## config.mk

```make
export PLATFORM = sky130hd
export DESIGN_NAME = adc_acquire_convert_sequencer
export DESIGN_NICKNAME = d
export VERILOG_FILES = /design/src/rtl/adc_acquire_convert_sequencer.v /design/src/rtl/bit_period_gen.v
export VERILOG_INCLUDE_DIRS = /design/src /design/src/rtl
export SDC_FILE = /design/constraint.sdc
export NUM_CORES = 1
export LEC_CHECK = 0
export BUFFER_PORTS_ARGS = -buffer_cell sky130_fd_sc_hd__buf_2
export CAP_MARGIN = 0
export CORE_ASPECT_RATIO = 0.8
export CORE_UTILIZATION = 40
export CTS_CLUSTER_DIAMETER = 80
export CTS_CLUSTER_SIZE = 10
export DETAILED_ROUTE_END_ITERATION = 8
export GPL_TIMING_DRIVEN = 0
export MAX_ROUTING_LAYER = met4
export PLACE_DENSITY = 0.61
export SLEW_MARGIN = 20
export SYNTH_ARGS = -nofsm -noshare
export SYNTH_HDL_FRONTEND = slang
export SYNTH_HIERARCHICAL = 1
export SYNTH_SLANG_ARGS = --single-unit
export TNS_END_PERCENT = 30
```

## constraint.sdc

```tcl
create_clock -name ref_clk_in -period 2.3 [get_ports ref_clk_in]
set_input_delay 0.23 -clock ref_clk_in [delete_from_list [all_inputs] [get_ports ref_clk_in]]
set_output_delay 0.23 -clock ref_clk_in [all_outputs]
set_load 0.01 [all_outputs]
```

## src/rtl/adc_seq_consts.vh

```
// Purpose: constants for the converter acquire/convert sequencer
// Assumes: 32-bit Avalon-MM register words, byte addresses
// Notes:   register offsets are word aligned
`ifndef ADC_SEQ_CONSTS_VH
`define ADC_SEQ_CONSTS_VH

// register byte offsets
`define OFF_CONTROL        5'h00
`define OFF_TIMING         5'h04
`define OFF_PORT_CFG       5'h08
`define OFF_RESULT         5'h0C
`define OFF_IRQ_STATUS     5'h10
`define OFF_IRQ_MASK       5'h14
`define OFF_PORT_READ      5'h18
`define ADDR_W             5

// control register fields
`define CTL_GO_BIT         0
`define CTL_CHAN_LSB       2
`define CHAN_W             4

// timing control fields
`define TIM_CLKSEL_LSB     0
`define TIM_ACQ_LSB        3
`define ACQ_ZERO           3'h0

// conversion length in bit periods
`define CONV_PERIODS       4'hB
`define RESULT_W           10

// internal rc bit period, in ns
`define RC_PERIOD_NS       4000
`define CLK_PERIOD_NS      20
`define RC_PERIOD_CYC      (`RC_PERIOD_NS / `CLK_PERIOD_NS)

// reset values
`define TIMING_RESET       6'h00
`define PORT_CFG_RESET     16'hFFFF

`endif

```

## src/rtl/adc_acquire_convert_sequencer.v

```verilog
// Purpose: acquire/convert sequencer for a 10-bit successive-approximation converter
// Assumes: Avalon-MM slave, single clock, comparator is an external input
// Notes:   acquisition and conversion phases are not visible to software
//
// Behaviour
// [RULE1] zero acquisition code: go stops sampling and converts at once
// [RULE2] software waits acquisition itself when acquisition code is zero
// [RULE3] nonzero code: keep sampling programmed period, then convert automatically
// [RULE4] at end: clear go, set done flag, resume sampling selected channel
// [RULE5] no status shows acquisition end or conversion start; go stays set
// [RULE6] a conversion takes eleven bit periods, one result bit per period; here period 0 only settles and the ten bits come in periods 1..10
// [RULE7] clock select codes give 2,4,8,16,32,64 oscillator periods or rc
// [RULE8] exactly seven conversion clock sources are selectable
// [RULE9] software picks shortest bit period above the minimum
// [RULE10] software keeps oscillator below the maximum for the divider
// [RULE11] with rc clock above 1 MHz software keeps device asleep
// [RULE12] software sets analog pins as inputs or digital level converts
// [RULE13] channel select and pin directions never block a conversion
// [RULE14] port reads return zero for every pin configured analog
// [RULE15] result is readable in the cycle right after conversion ends
// [RULE16] nonzero acquisition codes map to increasing bit period counts
//
// The register addresses and the Avalon-MM slave port were decided locally.
`timescale 1ns/1ps
`include "adc_seq_consts.vh"
module adc_acquire_convert_sequencer #(
    parameter NUM_PINS = 16,
    parameter RC_DIV   = `RC_PERIOD_CYC
) (
    input  wire                  ref_clk_in,          // system clock, 50 MHz
    input  wire                  reset_in,            // async reset, high
    input  wire [`ADDR_W-1:0]    avs_address_in,      // byte address
    input  wire                  avs_read_in,         // read strobe
    input  wire                  avs_write_in,        // write strobe
    input  wire [31:0]           avs_writedata_in,    // write data
    input  wire [3:0]            avs_byteenable_in,   // byte lanes
    output reg  [31:0]           avs_readdata_out,    // read data
    output wire                  avs_waitrequest_out, // stall
    input  wire                  comparator_in,       // sar comparator: input above trial level
    input  wire [NUM_PINS-1:0]   pin_level_in,        // digital pin levels
    output reg  [`RESULT_W-1:0]  dac_trial_out,       // trial code to the dac
    output reg                   sampling_out,        // sample switch closed
    output reg  [`CHAN_W-1:0]    channel_select_out,  // analog mux select
    output wire                  irq_out              // level interrupt
);

    // ----------------------------------------
    // states
    // ----------------------------------------
    localparam ST_IDLE = 2'h0;
    localparam ST_ACQ  = 2'h1;
    localparam ST_CONV = 2'h2;

    reg  [1:0]            state;
    reg  [1:0]            next_state;
    reg                   go;
    reg  [5:0]            converter_timing_control;
    reg  [NUM_PINS-1:0]   port_analog_config;
    reg  [`RESULT_W-1:0]  conversion_result;
    reg                   conversion_done_flag;
    reg                   irq_mask;
    reg  [4:0]            acq_count;
    reg  [3:0]            bit_count;
    reg                   rd_ack;
    wire                  tick;
    wire                  conv_end;
    wire                  wr_control;
    wire                  wr_go;
    wire [2:0]            acq_code;
    wire [`RESULT_W-1:0]  bit_mask;

    assign acq_code = converter_timing_control[5:3];

    // ----------------------------------------
    // acquisition period decode
    // ----------------------------------------
    // 001..111 give 2,4,6,8,12,16,20 bit periods
    function [4:0] acq_periods;
        input [2:0] code;
        begin
            case (code)
                3'h1:    acq_periods = 5'h02;  // [RULE16]
                3'h2:    acq_periods = 5'h04;
                3'h3:    acq_periods = 5'h06;
                3'h4:    acq_periods = 5'h08;
                3'h5:    acq_periods = 5'h0C;
                3'h6:    acq_periods = 5'h10;
                3'h7:    acq_periods = 5'h14;
                default: acq_periods = 5'h00;
            endcase
        end
    endfunction

    // ----------------------------------------
    // bit period source
    // ----------------------------------------
    bit_period_gen #(
        .RC_DIV     (RC_DIV)
    ) u_tick (
        .ref_clk_in (ref_clk_in),
        .reset_in   (reset_in),
        .run_in     (state != ST_IDLE),
        .clk_sel_in (converter_timing_control[2:0]),
        .tick_out   (tick)
    );

    // ----------------------------------------
    // bus decode
    // ----------------------------------------
    // writes complete in the cycle they are seen; reads wait one cycle
    assign avs_waitrequest_out = avs_read_in & ~rd_ack;
    assign wr_control = avs_write_in && avs_address_in == `OFF_CONTROL && avs_byteenable_in[0];
    assign wr_go      = wr_control && avs_writedata_in[`CTL_GO_BIT];

    // ----------------------------------------
    // sequencer next state
    // ----------------------------------------
    // neither channel nor direction bits take part here [RULE13]
    assign conv_end = (state == ST_CONV) && tick && (bit_count == `CONV_PERIODS - 4'h1);

    always @*
    begin
        next_state = state;
        case (state)
            ST_IDLE:
            begin
                if (wr_go && acq_code == `ACQ_ZERO)
                    next_state = ST_CONV;  // [RULE1]
                else if (wr_go)
                    next_state = ST_ACQ;   // [RULE3]
            end
            ST_ACQ:
            begin
                if (tick && acq_count == 5'h01)
                    next_state = ST_CONV;  // [RULE3]
            end
            ST_CONV:
            begin
                if (conv_end)
                    next_state = ST_IDLE;  // [RULE4]
            end
            default:
                next_state = ST_IDLE;
        endcase
    end

    // ----------------------------------------
    // sequencer registers
    // ----------------------------------------
    // one-hot trial bit for the current period; period 0 is the sample settle
    assign bit_mask = (bit_count == 4'h0) ? {`RESULT_W{1'b0}}
                    : ({{(`RESULT_W-1){1'b0}}, 1'b1} << (4'hA - bit_count));

    always @(posedge ref_clk_in or posedge reset_in)
    begin
        if (reset_in)
        begin
            state         <= ST_IDLE;
            acq_count     <= 5'h00;
            bit_count     <= 4'h0;
            dac_trial_out <= {`RESULT_W{1'b0}};
            sampling_out  <= 1'b1;
        end
        else
        begin
            state <= next_state;
            if (state == ST_IDLE && wr_go)
                acq_count <= acq_periods(acq_code);
            else if (state == ST_ACQ && tick)
                acq_count <= acq_count - 5'h01;
            // sampling stops only when conversion begins
            sampling_out <= (next_state != ST_CONV);  // [RULE1] [RULE4]
            if (state != ST_CONV)
            begin
                bit_count     <= 4'h0;
                dac_trial_out <= {`RESULT_W{1'b0}};
            end
            else if (tick)
            begin
                // keep the trial bit if the input sits above it, then try next
                bit_count <= bit_count + 4'h1;  // [RULE6]
                dac_trial_out <= ((dac_trial_out & ~bit_mask) | (comparator_in ? bit_mask : {`RESULT_W{1'b0}}))
                               | (bit_mask >> 1) | ((bit_count == 4'h0) ? 10'h200 : 10'h000);
            end
        end
    end

    // ----------------------------------------
    // result capture
    // ----------------------------------------
    // latched on the final period so it reads valid the very next cycle
    always @(posedge ref_clk_in or posedge reset_in)
    begin
        if (reset_in)
            conversion_result <= {`RESULT_W{1'b0}};
        else if (conv_end)
            conversion_result <= (dac_trial_out & ~bit_mask)
                               | (comparator_in ? bit_mask : {`RESULT_W{1'b0}});  // [RULE15]
    end

    // ----------------------------------------
    // go flag and done flag
    // ----------------------------------------
    // go stays set across acquisition and conversion alike [RULE5]
    always @(posedge ref_clk_in or posedge reset_in)
    begin
        if (reset_in)
        begin
            go                   <= 1'b0;
            conversion_done_flag <= 1'b0;
        end
        else
        begin
            if (conv_end)
                go <= 1'b0;  // [RULE4]
            else if (wr_go)
                go <= 1'b1;
            // the end event wins over a clear written in the same cycle
            if (conv_end)
                conversion_done_flag <= 1'b1;  // [RULE4]
            else if (avs_write_in && avs_address_in == `OFF_IRQ_STATUS
                     && avs_byteenable_in[0] && avs_writedata_in[0])
                conversion_done_flag <= 1'b0;
        end
    end

    assign irq_out = conversion_done_flag & irq_mask;

    // ----------------------------------------
    // configuration registers
    // ----------------------------------------
    // timing changes during a conversion are accepted but are a software fault
    always @(posedge ref_clk_in or posedge reset_in)
    begin
        if (reset_in)
        begin
            converter_timing_control <= `TIMING_RESET;
            port_analog_config       <= `PORT_CFG_RESET;
            channel_select_out       <= {`CHAN_W{1'b0}};
            irq_mask                 <= 1'b0;
        end
        else if (avs_write_in)
        begin
            if (wr_control)
                channel_select_out <= avs_writedata_in[`CTL_CHAN_LSB+`CHAN_W-1:`CTL_CHAN_LSB];
            if (avs_address_in == `OFF_TIMING && avs_byteenable_in[0])
                converter_timing_control <= avs_writedata_in[5:0];
            if (avs_address_in == `OFF_PORT_CFG && avs_byteenable_in[0])
                port_analog_config[7:0] <= avs_writedata_in[7:0];
            if (avs_address_in == `OFF_PORT_CFG && avs_byteenable_in[1])
                port_analog_config[NUM_PINS-1:8] <= avs_writedata_in[NUM_PINS-1:8];
            if (avs_address_in == `OFF_IRQ_MASK && avs_byteenable_in[0])
                irq_mask <= avs_writedata_in[0];
        end
    end

    // ----------------------------------------
    // read path
    // ----------------------------------------
    // unmapped addresses read as zero; analog pins read low [RULE14]
    always @(posedge ref_clk_in or posedge reset_in)
    begin
        if (reset_in)
        begin
            rd_ack           <= 1'b0;
            avs_readdata_out <= 32'h00000000;
        end
        else
        begin
            rd_ack <= avs_read_in & ~rd_ack;
            if (avs_read_in && !rd_ack)
            begin
                case (avs_address_in)
                    `OFF_CONTROL:
                        avs_readdata_out <= {26'h0, channel_select_out, 1'b0, go};
                    `OFF_TIMING:
                        avs_readdata_out <= {26'h0, converter_timing_control};
                    `OFF_PORT_CFG:
                        avs_readdata_out <= {{(32-NUM_PINS){1'b0}}, port_analog_config};
                    `OFF_RESULT:
                        avs_readdata_out <= {22'h0, conversion_result};
                    `OFF_IRQ_STATUS:
                        avs_readdata_out <= {31'h0, conversion_done_flag};
                    `OFF_IRQ_MASK:
                        avs_readdata_out <= {31'h0, irq_mask};
                    `OFF_PORT_READ:
                        avs_readdata_out <= {{(32-NUM_PINS){1'b0}}, pin_level_in & ~port_analog_config};
                    default:
                        avs_readdata_out <= 32'h00000000;
                endcase
            end
        end
    end

endmodule

```

## src/rtl/bit_period_gen.v

```verilog
// Purpose: makes one pulse per conversion bit period from the system clock
// Assumes: clock select code is stable while a conversion runs
// Notes:   the rc option is modelled as a fixed divider of the system clock
`timescale 1ns/1ps
`include "adc_seq_consts.vh"
module bit_period_gen #(
    parameter RC_DIV = `RC_PERIOD_CYC
) (
    input  wire       ref_clk_in,        // system clock
    input  wire       reset_in,          // async reset, high
    input  wire       run_in,            // divider runs while high
    input  wire [2:0] clk_sel_in,        // conversion clock select code
    output reg        tick_out           // one-cycle pulse per bit period
);

    reg  [7:0] count;
    wire [7:0] limit;

    // ----------------------------------------
    // period decode
    // ----------------------------------------
    // low bit pair selects rc (x11), else bit2 doubles the base 2/8/32
    function [7:0] period_of;
        input [2:0] sel;
        begin
            case (sel[1:0])
                2'h0:    period_of = sel[2] ? 8'h04 : 8'h02;  // [RULE7]
                2'h1:    period_of = sel[2] ? 8'h10 : 8'h08;  // [RULE7]
                2'h2:    period_of = sel[2] ? 8'h40 : 8'h20;  // [RULE7]
                default: period_of = RC_DIV[7:0];             // [RULE8]
            endcase
        end
    endfunction

    assign limit = period_of(clk_sel_in);

    // counts system clocks; restarts whenever the sequencer is idle
    always @(posedge ref_clk_in or posedge reset_in)
    begin
        if (reset_in)
        begin
            count    <= 8'h00;
            tick_out <= 1'b0;
        end
        else if (!run_in)
        begin
            count    <= 8'h00;
            tick_out <= 1'b0;
        end
        else if (count == limit - 8'h01)
        begin
            count    <= 8'h00;
            tick_out <= 1'b1;
        end
        else
        begin
            count    <= count + 8'h01;
            tick_out <= 1'b0;
        end
    end

endmodule

```

Word level (Yosys, flattened, before mapping):

Cells that the tools add are included.

* bits in registers: 103
* logic and storage cells: 116
* output and inout port bits: 49

* $add $sub $neg: 5
* reduce and logical (&&, ||, !) cells: 33
* bitwise operators: 10
* shift operators: 1
* equality and inequality tests: 22
* mux-type cells: 28

Operator list (number)
* 16-bit case mux with 7 select lines: 1
* 10-bit 2-to-1 mux: 5
* 5-bit case mux with 7 select lines: 1
* 8-bit case mux with 3 select lines: 1
* 10-bit OR: 2
* 1-bit logical AND: 17
* 16-bit bitwise AND: 1
* 8-bit 2-to-1 mux: 2
* 16-bit NOT: 1
* 5-bit == test (second input constant): 3
* 5-bit 2-to-1 mux: 3
* 3-bit == test (second input constant): 4
* 10-bit bitwise AND: 1
* 5-bit by 4-bit == test with 1-bit output (second input constant): 2
* 10-bit NOT: 1
* 10-bit by 9-bit OR with 10-bit output: 1
* 2-bit AND reduction: 5
* 2-bit nonzero test: 5
* 1-bit by 4-bit << shifter with 10-bit output (first input constant): 1
* 8-bit by 1-bit adder with 8-bit output (second input constant): 1
* 8-bit == test: 1
* 2-bit 2-to-1 mux: 4
* 4-bit 2-to-1 mux: 2
* 8-bit by 1-bit subtractor with 8-bit output (second input constant): 1
* 22 further kinds: 33

Depth between registers and ports, before layout:

* word-level depth: 10
* mapped depth: 9
* mapped depth without buffers: 8

Cells and area by module:

The synthesis kept the hierarchy.

Modules (own cells, without submodules)
* adc_acquire_convert_sequencer: cells an instance 419, area each 4281.6 um^2, seq. area each 1973.1 um^2, times used 1
* bit_period_gen: cells an instance 71, area each 624.3 um^2, seq. area each 225.2 um^2, times used 1

Worst setup path after synthesis:

No wires, ideal clock.

* kind: reg2reg
* start: register converter_timing_control[0]
* end: register u_tick.tick_out
* setup time: 0.067 ns
* path slack: 0.170 ns
* cell stages (with the launch flop): 8
* required time: 2.233 ns
* arrival time: 2.063 ns
* path through: dfrtp_1 buf_6 or3_1 ha_1 nor4b_1 a211oi_1 nor4_4 and2_1

* cells in the longest elaborated chain, start to end: 6
* elaborated cells between the ends (all ways): 8

RTL lines
* from (decl): line adc_acquire_convert_sequencer.v:57 `reg [5:0] converter_timing_control;`
* from (signal assigned): line adc_acquire_convert_sequencer.v:237 `` converter_timing_control <= `TIMING_RESET; ``
* from (signal assigned): line adc_acquire_convert_sequencer.v:247 `converter_timing_control <= avs_writedata_in[5:0];`
* 2-bit == test (tied with other cells): line bit_period_gen.v:26 `case (sel[1:0])`
* 8-bit case mux with 3 select lines (*): line bit_period_gen.v:26
* 8-bit by 1-bit subtractor with 8-bit output (*): line bit_period_gen.v:50 `else if (count == limit - 8'h01)`
* 8-bit == test (*): line bit_period_gen.v:50
* 1-bit 2-to-1 mux (*): line bit_period_gen.v:50
* 1-bit 2-to-1 mux (*): line bit_period_gen.v:45 `else if (!run_in)`
* to (signal assigned): line bit_period_gen.v:43 `tick_out <= 1'b0;`
* to (signal assigned): line bit_period_gen.v:48 `tick_out <= 1'b0;`
* to (signal assigned): line bit_period_gen.v:53 `tick_out <= 1'b1;`
* to (decl): line bit_period_gen.v:13 `output reg tick_out`

Every way passes the cells marked *; elsewhere a longest branch is shown, timed or not.
A chain may end at the register's enable or synchronous reset.

Worst setup path after layout:

* start: register bit_count[1]
* end: register dac_trial_out[3]

* cells in the longest elaborated chain, start to end: 10
* elaborated cells between the ends (all ways): 12

RTL lines
* from (decl): line adc_acquire_convert_sequencer.v:63 `reg [3:0] bit_count;`
* from (signal assigned): line adc_acquire_convert_sequencer.v:181 `bit_count <= bit_count + 4'h1;`
* 4-bit subtractor: line adc_acquire_convert_sequencer.v:152 `` : ({{(`RESULT_W-1){1'b0}}, 1'b1} << (4'hA - bit_count)); ``
* 1-bit by 4-bit << shifter with 10-bit output: line adc_acquire_convert_sequencer.v:152
* 10-bit 2-to-1 mux (*): line adc_acquire_convert_sequencer.v:151 `` assign bit_mask = (bit_count == 4'h0) ? {`RESULT_W{1'b0}} ``
* 10-bit NOT: line adc_acquire_convert_sequencer.v:182 `` dac_trial_out <= ((dac_trial_out & ~bit_mask) | (comparator_in ? bit_mask : {`RESULT_W{1'b0}})) ``
* 10-bit bitwise AND: line adc_acquire_convert_sequencer.v:182
* 10-bit OR: line adc_acquire_convert_sequencer.v:182
* 10-bit by 9-bit OR with 10-bit output (*): line adc_acquire_convert_sequencer.v:182
* 10-bit OR (*): line adc_acquire_convert_sequencer.v:182
* 10-bit 2-to-1 mux (*): line adc_acquire_convert_sequencer.v:178 `else if (tick)`
* 10-bit 2-to-1 mux (*): line adc_acquire_convert_sequencer.v:173 `if (state != ST_CONV)`
* to (signal assigned): line adc_acquire_convert_sequencer.v:161 `` dac_trial_out <= {`RESULT_W{1'b0}}; ``
* to (signal assigned): line adc_acquire_convert_sequencer.v:176 `` dac_trial_out <= {`RESULT_W{1'b0}}; ``
* to (signal assigned): line adc_acquire_convert_sequencer.v:182
* to (decl): line adc_acquire_convert_sequencer.v:41 `` output reg [`RESULT_W-1:0] dac_trial_out, ``

Every way passes the cells marked *; elsewhere a longest branch is shown, timed or not. The select of a mux whose other input is x is not followed.

==> parameters.txt <==
Parameter                              Value

CTS
  Root cell of the clock tree ... sky130_fd_sc_hd__clkbuf_16
  Maximum level of the CTS H-tree ... 3
  Clock sinks ... 87
  Clock latency at the later pin of the worst-skew pair ... about 340 ps
  Clock transition at the register clock pins on the worst setup and hold paths after CTS ... ~70 ps
  TritonCTS clock tree ... built
  Buffer depth of the longest clock path ... 2
  Number of buffers created by CTS ... 9

Synthesis
  Leading area contributor after synthesis ... sky130_fd_sc_hd__dfrtp_1
  Number of synthesized flops with an enable pin ... 0
  Count of warnings emitted by yosys ... 6
  Flip-flop cell with the highest count after synthesis ... sky130_fd_sc_hd__dfrtp_1
  Average cell area after synthesis ... around 10 um^2
  Top cell type's share of synthesized area ... approximately 36%
  Async S/R FF share, synth ... 100%
  Main area contributors after synthesis ... sky130_fd_sc_hd__dfrtp_1, sky130_fd_sc_hd__dfstp_2, sky130_fd_sc_hd__mux2_2, sky130_fd_sc_hd__nand2_1, sky130_fd_sc_hd__buf_4
  Fraction of the yosys area taken by sequential cells ... between 40 and 50%
  Synthesized cell area ... about 4900 um^2
  List of most frequent post-synthesis cells ... sky130_fd_sc_hd__dfrtp_1, sky130_fd_sc_hd__nand2_1, sky130_fd_sc_hd__nor2_1, sky130_fd_sc_hd__mux2_2, sky130_fd_sc_hd__buf_4
  FF+latch count, synth ... 87
  Most common cell in the synthesized netlist ... sky130_fd_sc_hd__dfrtp_1
  Number of instances in the synthesized netlist ... 490
  Synth cell types ... about 70

Placement
  DP HPWL ... between 8 and 9 mm
  Final Wtd Congestion ... roughly 0.82
  Count of buffers from port buffering ... 75
  Number of placed cells counting well taps ... between 700 and 800

Floorplanning
  Number of I/O pins ... ~110
  Total die area ... 12700 um^2
  Number of rows created at floorplan ... 35
  Initial cell density of the core ... 41.8%
  Core outline area ... 11700 um^2
  Die Y-Extent ... 101 um
  Die Wd ... ~130 um

Timing
  Portion of the clock cycle consumed by the worst path in the final layout ... 102%
  Count of endpoints failing hold in the final timing report ... 0
  Worst-margin pin slew ... between 500 and 600 ps
  Smallest hold slack ... roughly 110 ps
  Number of max-slew violations in the final report ... 0
  Max Clock Freq ... roughly 0.42 GHz
  RSZ-0062 raised after global routing ... true
  Maximum clock skew at final layout ... ~14 ps
  Worst Setup Slack, final ... -53.0 ps
  Count of final setup violators ... 2
  Worst relative slew slack ... between 60% and 70%
  Clock period minus final worst setup slack ... around 2400 ps

Cells and area
  Layout net count ... 667
  Number of non-filler instances in the completed layout ... ~750
  Synthesis-to-layout area growth ... 20.7%
  Sequential cell area ... between 2000 and 2500 um^2
  Filler cell count ... approximately 1100
  Total area of multi-input combinational cells ... between 2000 and 2500 um^2
  Fraction of final layout cells with drive strength greater than 1 ... between 30% and 40%
  Antenna Diode Count ... 0

Global route
  Wire length of the first global-routing pass ... 20.2 mm
  Overall overflow remaining after global route ... 0
  Via count of the first global-routing pass ... between 3000 and 4000
  Global Route Usage Sum ... 20.9%
  Initial antenna violation count ... 0
  Largest net degree at the start of global routing ... between 40 and 50

Route
  First-pass DRT Iterations ... 4
  Total routed wirelength ... between 10 and 15 mm
  Number of remaining DRC errors ... 0
  Highest metal layer used by the detailed router ... met4
  Post-route ant nets ... 0
  Wire length per cell ... ~16 um
  Detailed-route wire length on metal 1 ... between 6 and 7 mm
  Drt via density ... about 5.3
  Detailed-routed wire length on met2 ... 5.20 mm
  Iter 0 DRT Violations ... between 200 and 250
  Routed met3 length ... between 700 and 800 um
  Via count ... 3966

Power and ir drop
  IR drop worst, VDD ... around 0.38 mV
  Cell area power density ... a little over 600 nW/um^2
  P_leak ... between 2 and 3 nW

Worst setup path
  Arrival time of the worst setup path ... about 2600 ps
  Required time of the critical path ... ~2500 ps
  Critical Path End Type ... register
  Setup slack on the worst flop-to-flop path ... -50 ps
  Critical setup path kind ... reg -> reg
  Setup crit start kind ... register
  Largest driver fanout on the critical path ... 10

Flow run
  Max-cap violations ... 0

Outcome
  Violated checks ... negative setup slack
  Run status ... complete, but fails checks

Worst hold path
  Tightest Hold Check Type ... in -> reg
[state kept, by name (all words and copies together), names as in the netlist, 4 cells and up]
register and count:
avs_readdata_out 16, dac_trial_out 10, port_analog_config 16, acq_count 5, converter_timing_control 6, u_tick/count 8
bit_count 4, channel_select_out 4, conversion_result 10
[cell usage in the layout, fill, tap and decap left out, drive strengths merged, types with 8 or more instances in the layout]
cell type,synthesis,final
o21ai,23,23
nor2,29,29
dfstp,17,17
a211oi,8,8
mux2,27,27
a21oi,15,15
xnor2,11,11
nand2b,8,8
mux2i,10,10
nand3,14,14
and2,8,8
clkbuf,10,21
buf,31,110
dfrtp,70,70
nor2b,9,9
a22o,14,14
nor3,10,10
inv,17,19
nand2,65,65
ha,9,9
conb,1,16
[where the power goes]
group	total, W	internal, W	switching, W	leakage [nW]
Clock	0.00140	0.000770	0.000631	0.129
Sequential	0.00173	0.00165	0.0000803	1.08
Combinational	0.000537	0.000249	0.000288	1.50
[critical path, cell delays in order (launching register included)]
cell,delay (ps)
sky130_fd_sc_hd__dfrtp_1,490
sky130_fd_sc_hd__ha_1,220
sky130_fd_sc_hd__buf_2,170
sky130_fd_sc_hd__a211oi_1,440
sky130_fd_sc_hd__nor2_1,190
sky130_fd_sc_hd__nor3b_2,370
sky130_fd_sc_hd__o21ai_1,120
sky130_fd_sc_hd__a221oi_1,260
[cell families after synthesis]
logic type	Yosys count	share of synthesized area [%]
xor+xnor	14	2.50
mux	38	8.70
other cells	1	0.0764
compound gates	99	14.5
simple gates	184	20.5
fa+ha+maj	9	2.30
flops	87	44.8
buf+inv	58	6.68
[through the flow]
| step | setup WS, ps | utilization (%) | instance area (um^2) | total power, W | setup TNS [ps] |
|---|---|---|---|---|---|
| CTS | 6.56 | 50.2 | 5890 | 0.00370 | 0 |
| global placement | -932 | 47.1 | 5520 | 0.00224 | -59700 |
| floorplan | 103 | - | 4960 | 0.00209 | 0 |
| global route | -205 | 50.4 | 5920 | 0.00386 | -1010 |
| detailed placement | -136 | 47.3 | 5550 | 0.00226 | -954 |
| finish | -53.0 | 50.4 | 5920 | 0.00367 | -84.2 |
[area by class of cell]
class	instances	area share, %
Multi-Input combinational cell	360	42.0
Sequential cell	87	37.2
Timing Repair Buffer	80	7.35
Buffer	41	4.46
Clock buffer	11	4.10
Tap cell	148	3.13
Inverter	17	1.12
Clock inverter	5	0.676
[metal layers]
metal	vias to the layer above	GRT usage (%)
met5	-	-
met4	0	3.99
met3	4	5.04
met2	113	31.5
met1	1919	28.9
li1	1930	-
[worst paths after layout]
kind                                           to                 start  cells after the start
max                              dac_trial_out[3]          bit_count[1]                      7
min                        port_analog_config[11]  avs_writedata_in[11]                      2
max reg2reg                      dac_trial_out[3]          bit_count[1]                      7
min reg2reg                  conversion_result[7]  conversion_result[7]                      2
max in group asynchronous  port_analog_config[15]              reset_in                      4
min in group asynchronous         u_tick/count[3]              reset_in                      3
[timing repair]
| action | 4_1_cts | 5_1_grt |
|---|---|---|
| resized for setup | 5 | 6 |
| hold buffers | 1 | 0 |
| buffers inserted | 3 | 0 |
| hold endpoints to repair | 34 | 0 |
| pin swaps | 1 | 2 |
| endpoints found under the setup margin | 9 | 22 |
Power figures use the tool's default switching activity.
